**config.mk**
```make
export PLATFORM = sky130hd
export DESIGN_NAME = pwr_mgmt_dev_flat
export DESIGN_NICKNAME = d
export VERILOG_FILES = /design/src/pkg/pwr_mgmt_pkg.sv /design/src/pkg/pwr_mgmt_if.sv /design/src/design/req_sync.sv /design/src/design/pwr_mgmt_dev.sv /design/src/flat_wrapper.sv
export SDC_FILE = /design/constraint.sdc
export NUM_CORES = 1
export LEC_CHECK = 0
export ABC_AREA = 0
export BUFFER_PORTS_ARGS = -buffer_cell sky130_fd_sc_hd__buf_2
export CELL_PAD_IN_SITES_DETAIL_PLACEMENT = 1
export CELL_PAD_IN_SITES_GLOBAL_PLACEMENT = 1
export CORE_MARGIN = 1.5
export CORE_UTILIZATION = 33
export CTS_BUF_LIST = sky130_fd_sc_hd__clkbuf_8
export CTS_CLUSTER_DIAMETER = 120
export CTS_CLUSTER_SIZE = 20
export DETAILED_ROUTE_END_ITERATION = 10
export GPL_TIMING_DRIVEN = 0
export PLACE_DENSITY = 0.87
export SYNTH_ARGS = -nofsm -noshare
export SYNTH_HDL_FRONTEND = slang
export SYNTH_SLANG_ARGS = --single-unit
```
**constraint.sdc**
```tcl
create_clock -name clk_i -period 3 [get_ports clk_i]
set_clock_uncertainty 0.05 [all_clocks]
set_input_delay 0.9 -clock clk_i [delete_from_list [all_inputs] [get_ports clk_i]]
set_output_delay 0.9 -clock clk_i [all_outputs]
set_load 0.01 [all_outputs]
```
**src/pkg/pwr_mgmt_pkg.sv**
```systemverilog
// Shared constants for management interrupt and stop clock control
package pwr_mgmt_pkg;
	// Stop grant special cycle encoding
	localparam logic [31:0] STOP_GRANT_ADDR = 32'h0000_0010;
	localparam logic [7:0] STOP_GRANT_BE_N = 8'hFB;
	localparam logic STOP_GRANT_MIO = 1'h0;
	localparam logic STOP_GRANT_DC = 1'h0;
	localparam logic STOP_GRANT_WR = 1'h1;
	// Least request pulse and gap widths, in clocks
	localparam int REQ_MIN_CLKS = 2;
	localparam logic [1:0] SYNC_RESET = 2'h3;
	// Device sequencer states
	typedef enum logic [3:0] {
		ST_RUN,
		ST_SMI_DRAIN,
		ST_SMM,
		ST_STP_DRAIN,
		ST_STP_CYCLE,
		ST_STP_GRANT
	} dev_state_t;
endpackage

```
**src/pkg/pwr_mgmt_if.sv**
```systemverilog
// Link between the processor end and the chipset end
`timescale 1ns/1ps
interface pwr_mgmt_if;
	logic mgmt_irq_req_n;
	logic stop_clock_req_n;
	logic ext_write_buf_empty_n;
	logic mgmt_active_n;
	logic addr_strobe_n;
	logic cyc_mio;
	logic cyc_dc;
	logic cyc_wr;
	logic [31:0] cyc_addr;
	logic [7:0] byte_en_n;
	logic hold_ack;
	logic maskable_irq;
	logic maskable_irq_ack;

	// Processor end
	modport dev (
		input mgmt_irq_req_n, stop_clock_req_n, ext_write_buf_empty_n,
		input maskable_irq,
		output mgmt_active_n, addr_strobe_n, cyc_mio, cyc_dc, cyc_wr,
		output cyc_addr, byte_en_n, hold_ack, maskable_irq_ack
	);
	// Chipset end
	modport host (
		output mgmt_irq_req_n, stop_clock_req_n, ext_write_buf_empty_n,
		output maskable_irq,
		input mgmt_active_n, addr_strobe_n, cyc_mio, cyc_dc, cyc_wr,
		input cyc_addr, byte_en_n, hold_ack, maskable_irq_ack
	);
endinterface

```
**src/design/req_sync.sv**
```systemverilog
// Two flop synchroniser for an asynchronous active low request
`timescale 1ns/1ps
module req_sync (
	input wire logic clk_i,
	input wire logic reset_i,
	input wire logic ce_i,
	input wire logic req_n_i,
	output logic req_n_o
);
	logic [1:0] sync_r;

	// Stage 0 feeds only stage 1
	always_ff @(posedge clk_i or posedge reset_i) begin
		if (reset_i) begin
			sync_r <= pwr_mgmt_pkg::SYNC_RESET;
		end else if (ce_i) begin
			sync_r <= {sync_r[0], req_n_i};
		end
	end

	assign req_n_o = sync_r[1];
endmodule

```
**src/design/pwr_mgmt_dev.sv**
```systemverilog
// Processor end: management mode entry/exit and stop clock sequencing
`timescale 1ns/1ps
module pwr_mgmt_dev (
	input wire logic clk_i,
	input wire logic reset_i,
	input wire logic ce_i,
	pwr_mgmt_if.dev link,
	input wire logic instr_boundary_i,
	input wire logic pipe_empty_i,
	input wire logic bus_idle_i,
	input wire logic resume_instr_i,
	input wire logic dual_mode_i,
	input wire logic bus_owner_i,
	input wire logic bus_hold_req_i,
	input wire logic debug_exc_i,
	input wire logic snoop_req_i,
	input wire logic ack_irq_i,
	output logic smm_o,
	output logic take_debug_o,
	output logic take_irq_o,
	output logic core_clk_en_o,
	output logic snoop_ack_o,
	output logic irq_pending_o
);
	logic smi_n_s;
	logic stp_n_s;
	logic smi_prev_r;
	logic stp_prev_r;
	logic smi_fall;
	logic smi_pend_r;
	logic smi_latched_r;
	logic stp_rise;
	logic irq_latch_r;
	logic hold_ack_r;
	logic ads_n_r;
	logic grant_go;
	pwr_mgmt_pkg::dev_state_t state_r;

	// ------------------------------------------------------------
	// Request synchronisers
	// ------------------------------------------------------------
	req_sync u_smi_sync (
		.clk_i(clk_i),
		.reset_i(reset_i),
		.ce_i(ce_i),
		.req_n_i(link.mgmt_irq_req_n),
		.req_n_o(smi_n_s)
	);
	req_sync u_stp_sync (
		.clk_i(clk_i),
		.reset_i(reset_i),
		.ce_i(ce_i),
		.req_n_i(link.stop_clock_req_n),
		.req_n_o(stp_n_s)
	);

	// Edge history of synchronised requests
	always_ff @(posedge clk_i or posedge reset_i) begin
		if (reset_i) begin
			smi_prev_r <= 1'h1;
			stp_prev_r <= 1'h1;
		end else if (ce_i) begin
			smi_prev_r <= smi_n_s;
			stp_prev_r <= stp_n_s;
		end
	end

	assign smi_fall = smi_prev_r & ~smi_n_s;
	assign stp_rise = ~stp_prev_r & stp_n_s;

	// Drain done: the grant cycle launches on this edge
	assign grant_go = state_r == pwr_mgmt_pkg::ST_STP_DRAIN &&
		pipe_empty_i && bus_idle_i && !hold_ack_r &&
		!link.ext_write_buf_empty_n;

	// ------------------------------------------------------------
	// Management request capture
	// ------------------------------------------------------------
	// Pending edge in normal mode, single latched edge in mode
	always_ff @(posedge clk_i or posedge reset_i) begin
		if (reset_i) begin
			smi_pend_r <= 1'h0;
			smi_latched_r <= 1'h0;
		end else if (ce_i) begin
			if (state_r == pwr_mgmt_pkg::ST_SMM) begin
				if (smi_fall) begin
					smi_latched_r <= 1'h1;
				end
				if (resume_instr_i) begin
					smi_pend_r <= smi_latched_r | smi_fall;
					smi_latched_r <= 1'h0;
				end
			end else if (smi_fall) begin
				smi_pend_r <= 1'h1;
			end else if (state_r == pwr_mgmt_pkg::ST_SMI_DRAIN) begin
				smi_pend_r <= 1'h0;
			end
		end
	end

	// ------------------------------------------------------------
	// Bus hold acknowledge
	// ------------------------------------------------------------
	// Grant bus while idle in any state but ST_STP_CYCLE and no cycle of ours is out
	always_ff @(posedge clk_i or posedge reset_i) begin
		if (reset_i) begin
			hold_ack_r <= 1'h0;
		end else if (ce_i) begin
			// No grant on the edge that launches our own cycle
			hold_ack_r <= bus_hold_req_i && bus_idle_i && !grant_go &&
				state_r != pwr_mgmt_pkg::ST_STP_CYCLE;
		end
	end

	// ------------------------------------------------------------
	// Sequencer
	// ------------------------------------------------------------
	always_ff @(posedge clk_i or posedge reset_i) begin
		if (reset_i) begin
			state_r <= pwr_mgmt_pkg::ST_RUN;
		end else if (ce_i) begin
			unique case (state_r)
				pwr_mgmt_pkg::ST_RUN: begin
					if (instr_boundary_i && smi_pend_r) begin
						state_r <= pwr_mgmt_pkg::ST_SMI_DRAIN;
					end else if (instr_boundary_i && !stp_n_s &&
						!link.maskable_irq && !hold_ack_r) begin
						state_r <= pwr_mgmt_pkg::ST_STP_DRAIN;
					end
				end
				pwr_mgmt_pkg::ST_SMI_DRAIN: begin
					if (bus_idle_i && !link.ext_write_buf_empty_n) begin
						state_r <= pwr_mgmt_pkg::ST_SMM;
					end
				end
				pwr_mgmt_pkg::ST_SMM: begin
					if (resume_instr_i) begin
						state_r <= pwr_mgmt_pkg::ST_RUN;
					end
				end
				pwr_mgmt_pkg::ST_STP_DRAIN: begin
					if (grant_go) begin
						state_r <= pwr_mgmt_pkg::ST_STP_CYCLE;
					end
				end
				pwr_mgmt_pkg::ST_STP_CYCLE: begin
					state_r <= pwr_mgmt_pkg::ST_STP_GRANT;
				end
				pwr_mgmt_pkg::ST_STP_GRANT: begin
					if (stp_rise) begin
						state_r <= pwr_mgmt_pkg::ST_RUN;
					end
				end
				default: begin
					state_r <= pwr_mgmt_pkg::ST_RUN;
				end
			endcase
		end
	end

	// ------------------------------------------------------------
	// Interrupt latch during stop grant
	// ------------------------------------------------------------
	// Held until acknowledge; set wins over clear
	always_ff @(posedge clk_i or posedge reset_i) begin
		if (reset_i) begin
			irq_latch_r <= 1'h0;
		end else if (ce_i) begin
			if (state_r == pwr_mgmt_pkg::ST_STP_GRANT && link.maskable_irq) begin
				irq_latch_r <= 1'h1;
			end else if (ack_irq_i) begin
				irq_latch_r <= 1'h0;
			end
		end
	end

	// ------------------------------------------------------------
	// Stop grant special cycle
	// ------------------------------------------------------------
	always_ff @(posedge clk_i or posedge reset_i) begin
		if (reset_i) begin
			ads_n_r <= 1'h1;
		end else if (ce_i) begin
			ads_n_r <= !grant_go;
		end
	end

	// Constant cycle encoding, data left undefined
	assign link.cyc_mio = pwr_mgmt_pkg::STOP_GRANT_MIO;
	assign link.cyc_dc = pwr_mgmt_pkg::STOP_GRANT_DC;
	assign link.cyc_wr = pwr_mgmt_pkg::STOP_GRANT_WR;
	assign link.cyc_addr = pwr_mgmt_pkg::STOP_GRANT_ADDR;
	assign link.byte_en_n = pwr_mgmt_pkg::STOP_GRANT_BE_N;
	assign link.addr_strobe_n = ads_n_r;
	assign link.hold_ack = hold_ack_r;
	assign link.maskable_irq_ack = ack_irq_i;

	// ------------------------------------------------------------
	// Outputs
	// ------------------------------------------------------------
	// Always driven; owner gating in dual mode
	assign link.mgmt_active_n = !(state_r == pwr_mgmt_pkg::ST_SMM &&
		(!dual_mode_i || bus_owner_i));
	assign smm_o = state_r == pwr_mgmt_pkg::ST_SMM;
	assign take_debug_o = instr_boundary_i && debug_exc_i &&
		state_r == pwr_mgmt_pkg::ST_RUN && !smi_pend_r;
	assign take_irq_o = instr_boundary_i &&
		(link.maskable_irq || irq_latch_r) &&
		state_r == pwr_mgmt_pkg::ST_RUN && !smi_pend_r;
	assign core_clk_en_o = state_r != pwr_mgmt_pkg::ST_STP_GRANT;
	assign snoop_ack_o = snoop_req_i;
	assign irq_pending_o = irq_latch_r;
endmodule

```
**src/flat_wrapper.sv**
```systemverilog
// flat-port wrapper written by rule: the top's interface ports become plain ports
module pwr_mgmt_dev_flat 
  (clk_i, reset_i, ce_i, instr_boundary_i, pipe_empty_i, bus_idle_i, resume_instr_i, dual_mode_i, bus_owner_i, bus_hold_req_i, debug_exc_i, snoop_req_i, ack_irq_i, smm_o, take_debug_o, take_irq_o, core_clk_en_o, snoop_ack_o, irq_pending_o, link_mgmt_irq_req_n, link_stop_clock_req_n, link_ext_write_buf_empty_n, link_maskable_irq, link_mgmt_active_n, link_addr_strobe_n, link_cyc_mio, link_cyc_dc, link_cyc_wr, link_cyc_addr, link_byte_en_n, link_hold_ack, link_maskable_irq_ack);
  pwr_mgmt_if link_i ();
  input wire logic clk_i;
  input wire logic reset_i;
  input wire logic ce_i;
  input wire logic instr_boundary_i;
  input wire logic pipe_empty_i;
  input wire logic bus_idle_i;
  input wire logic resume_instr_i;
  input wire logic dual_mode_i;
  input wire logic bus_owner_i;
  input wire logic bus_hold_req_i;
  input wire logic debug_exc_i;
  input wire logic snoop_req_i;
  input wire logic ack_irq_i;
  output logic smm_o;
  output logic take_debug_o;
  output logic take_irq_o;
  output logic core_clk_en_o;
  output logic snoop_ack_o;
  output logic irq_pending_o;
  input wire logic [$bits(link_i.mgmt_irq_req_n)-1:0] link_mgmt_irq_req_n;
  input wire logic [$bits(link_i.stop_clock_req_n)-1:0] link_stop_clock_req_n;
  input wire logic [$bits(link_i.ext_write_buf_empty_n)-1:0] link_ext_write_buf_empty_n;
  input wire logic [$bits(link_i.maskable_irq)-1:0] link_maskable_irq;
  output wire logic [$bits(link_i.mgmt_active_n)-1:0] link_mgmt_active_n;
  output wire logic [$bits(link_i.addr_strobe_n)-1:0] link_addr_strobe_n;
  output wire logic [$bits(link_i.cyc_mio)-1:0] link_cyc_mio;
  output wire logic [$bits(link_i.cyc_dc)-1:0] link_cyc_dc;
  output wire logic [$bits(link_i.cyc_wr)-1:0] link_cyc_wr;
  output wire logic [$bits(link_i.cyc_addr)-1:0] link_cyc_addr;
  output wire logic [$bits(link_i.byte_en_n)-1:0] link_byte_en_n;
  output wire logic [$bits(link_i.hold_ack)-1:0] link_hold_ack;
  output wire logic [$bits(link_i.maskable_irq_ack)-1:0] link_maskable_irq_ack;
  assign link_i.mgmt_irq_req_n = link_mgmt_irq_req_n;
  assign link_i.stop_clock_req_n = link_stop_clock_req_n;
  assign link_i.ext_write_buf_empty_n = link_ext_write_buf_empty_n;
  assign link_i.maskable_irq = link_maskable_irq;
  assign link_mgmt_active_n = link_i.mgmt_active_n;
  assign link_addr_strobe_n = link_i.addr_strobe_n;
  assign link_cyc_mio = link_i.cyc_mio;
  assign link_cyc_dc = link_i.cyc_dc;
  assign link_cyc_wr = link_i.cyc_wr;
  assign link_cyc_addr = link_i.cyc_addr;
  assign link_byte_en_n = link_i.byte_en_n;
  assign link_hold_ack = link_i.hold_ack;
  assign link_maskable_irq_ack = link_i.maskable_irq_ack;
  pwr_mgmt_dev u_core (.clk_i(clk_i), .reset_i(reset_i), .ce_i(ce_i), .link(link_i), .instr_boundary_i(instr_boundary_i), .pipe_empty_i(pipe_empty_i), .bus_idle_i(bus_idle_i), .resume_instr_i(resume_instr_i), .dual_mode_i(dual_mode_i), .bus_owner_i(bus_owner_i), .bus_hold_req_i(bus_hold_req_i), .debug_exc_i(debug_exc_i), .snoop_req_i(snoop_req_i), .ack_irq_i(ack_irq_i), .smm_o(smm_o), .take_debug_o(take_debug_o), .take_irq_o(take_irq_o), .core_clk_en_o(core_clk_en_o), .snoop_ack_o(snoop_ack_o), .irq_pending_o(irq_pending_o));
endmodule
```
==> impl_metrics.toml <==
[outcome]
status = "finished clean"

[floorplanning]
pin_count = 70
die_y_microns = 61.4
dieArea_sq_um = 3780
fp.dieW_microns = 61.4
rows = 21
core_area_sq_um = 3310
start_util = 0.341

[yosys]
synth_top_cells_by_area = "buf_4 (30%), dfstp_2 (16%), dfrtp_1 (16%), mux2_2 (5.0%), buf_6 (3.0%)"
synth_edf_count = 0
avgSynthCellArea_sq_um = 9.24
synth_top_area_frac = 0.300
yosysMostFrequentCell = "buf_4"
synthCells = 122
seq_area_frac_synth = 0.319
ys_ff_latch = 14
yosys_warnings = 0
yosysTopAreaCell = "buf_4"
ys_async_sr_fraction = 1.00
ys_top_cells_by_count = "buf_4 (45), dfrtp_1 (7), dfstp_2 (7)"
synth_area_sq_um = 1130
synth_cell_type_count = 32
ys.flop_type = "dfstp_2"

[sta]
setup_ws_ps = 622
setup-tns-final_ps = 0
fmax_mhz = 421
worst_slew_pin_slew_ps = 549
relSlewSlack = 0.634
fin_crit_ps = 2380
finalMaxSlewViolations = 0
rsz0062_at_grt = "false"
post-route-period-util = 0.793
setup_viol = 0
finalHoldViolations = 0

[global_route]
grt_pass1_vias = 845
grt_pass1_wl_microns = 3610
antenna_found_initial = 0
grt.overflow.total = 0
grt_usage = 0.137
grt_max_degree = 15

[routing]
via_per_inst = 3.86
via_count = 915
antenna_violating_nets_post_route = 0
postRouteWirelength_microns = 2490
drc_errors = 0
drt_iter0_markers = 9
dr.pass1.iters = 5
routedWlPerCell_microns = 10.5

[final_layout]
fin_area_sq_um = 1510
fillerInstances = 440
area_delta_synth_final_pct = 34.3
layout.cells.non_filler = 237
nets = 209
seqCellArea_sq_um = 359
multiInputGateArea_sq_um = 515
antenna_cells = 0
drive_above_1_share = 0.492

[clocking]
cts.clk_slew.worst_paths_ps = 60
holdBufCountCts = 0
post-cts-setup-buffer-count = 0
cts_tree = "built"
cts_resized = 0
clkSinkCount = 14
clockBufferDepth = 2
h-tree-depth = 1
root_buffer = "clkbuf_8"
insertion_delay_ps = 250
cts_made_buffers = 3

[setup_path]
cpLargestDelayFamily = "flip-flops"
cp-start-kind = "flop"
crit_fanout = 10
worst-setup-path-type = "flop to output pin"
cp.required_ps = 2050
r2r-start = "u_core.link.hold_ack"
slowest_stage = "dfrtp_1"
timing.rr.end = "u_core.state_r[0]"
cp_num_buf_inv = 2
critical-path-max-stage-delay_ps = 410
arrival_ps = 1430
worstRegToRegCells = 4
path_cells = "buf_6, nor3_2, o21ai_0, buf_2"
reg2reg_slack_ps = 1290
end_kind = "output pin"
path_depth = 4

[placed_design]
port_buffers = 24
gp_congestion = 0.764
place_ws_ps = 688
placed_cells_incl_taps = 233
dpl.hpwl_microns = 2050
placed_area_sq_um = 1460

[power_and_ir_drop]
powerDensity_nw_per_um2 = 577
cellLeakagePower_uw = 0.000826
fin_total_pwr_uw = 874
peakVddDrop_mv = 0.211

[min_path]
min_from = "u_core.stp_prev_r"
worstHoldPathCells = 2
hold_path.class = "flop to flop"
hold_end = "u_core.stp_prev_r"

[run]
max-cap-violations = 0
-- cell usage in the layout (no fill, tap or decap), drive strengths merged --
cell and count:
a21o 1, a21oi 4, a311oi 1, a31oi 3, and4 1, buf 73
clkbuf 5, conb 43, dfrtp 7, dfstp 7, inv 7, mux2 7
nand2 5, nand2b 2, nand3 1, nand3b 1, nand4 1, nor2 4
nor2b 1, nor3 6, o2111a 1, o21ai 5, o22ai 1, o2bb2ai 1
o31ai 1, o41ai 1, xnor2 1
-- kinds of logic (layout without fill, tap and decap cells) --
logic type,after synthesis,in the layout,synth area share
multiplexers,7,7,0.0699
flip-flops,14,14,0.319
AND/OR/NAND/NOR,22,22,0.105
XOR/XNOR,1,1,0.00777
buffers and inverters,57,85,0.361
other,2,43,0.00666
AO/OA/AOI/OAI,19,19,0.131
-- power breakdown --
part	internal (uW)	switching [uW]	total [uW]
Clock	117	73.4	190
Sequential	245	30.5	276
Combinational	188	220	408
Total	550	324	874
-- state kept, by name, indices dropped and copies added (netlist names) --
signal	count
u_core.u_stp_sync.sync_r	2
u_core.smi_latched_r	1
u_core.link.addr_strobe_n	1
u_core.link.hold_ack	1
u_core.stp_prev_r	1
u_core.smi_prev_r	1
u_core.smi_pend_r	1
u_core.state_r	3
u_core.u_smi_sync.sync_r	2
u_core.irq_pending_o	1
-- worst reg2reg max path, cell delays in order, from the launching register on --
cell and delay [ps]:
dfrtp_1 410, nand2b_1 190, a21o_1 220, a311oi_2 360, mux2_1 370
-- through the flow --
step	util	hold WS, ps
after floorplan	-	410
after global placement	0.441	429
after detailed placement	0.441	439
after CTS	0.457	449
after global routing	0.457	462
final	0.457	441
-- layer usage --
layer | up-vias | part of all wire | track usage
met4 | 0 | 0.027 | 0.0912
met1 | 419 | 0.37 | 0.143
met2 | 37 | 0.53 | 0.237
met3 | 5 | 0.078 | 0.0420
li1 | 454 | - | -
met5 | - | 0 | 0
-- layout make-up --
| cell class | count | share of cell area |
|---|---|---|
| plain buffers | 50 | 0.251 |
| clock buffers | 4 | 0.0364 |
| inverters | 7 | 0.0174 |
| multi-input cells | 92 | 0.340 |
| flip-flops and latches | 14 | 0.237 |
| well taps | 46 | 0.0380 |
| repair buffers | 24 | 0.0793 |
-- worst max path at each step --
stage,from,slack (ps),end
after floorplan,dual_mode_i,860,link_mgmt_active_n
after global placement,link_maskable_irq,680,take_irq_o
after detailed placement,link_maskable_irq,690,take_irq_o
after CTS,u_core.state_r[2],620,link_mgmt_active_n
after global routing,u_core.state_r[2],560,link_mgmt_active_n
final,u_core.state_r[2],620,link_mgmt_active_n
No activity file was read; power rests on OpenSTA's default activity.
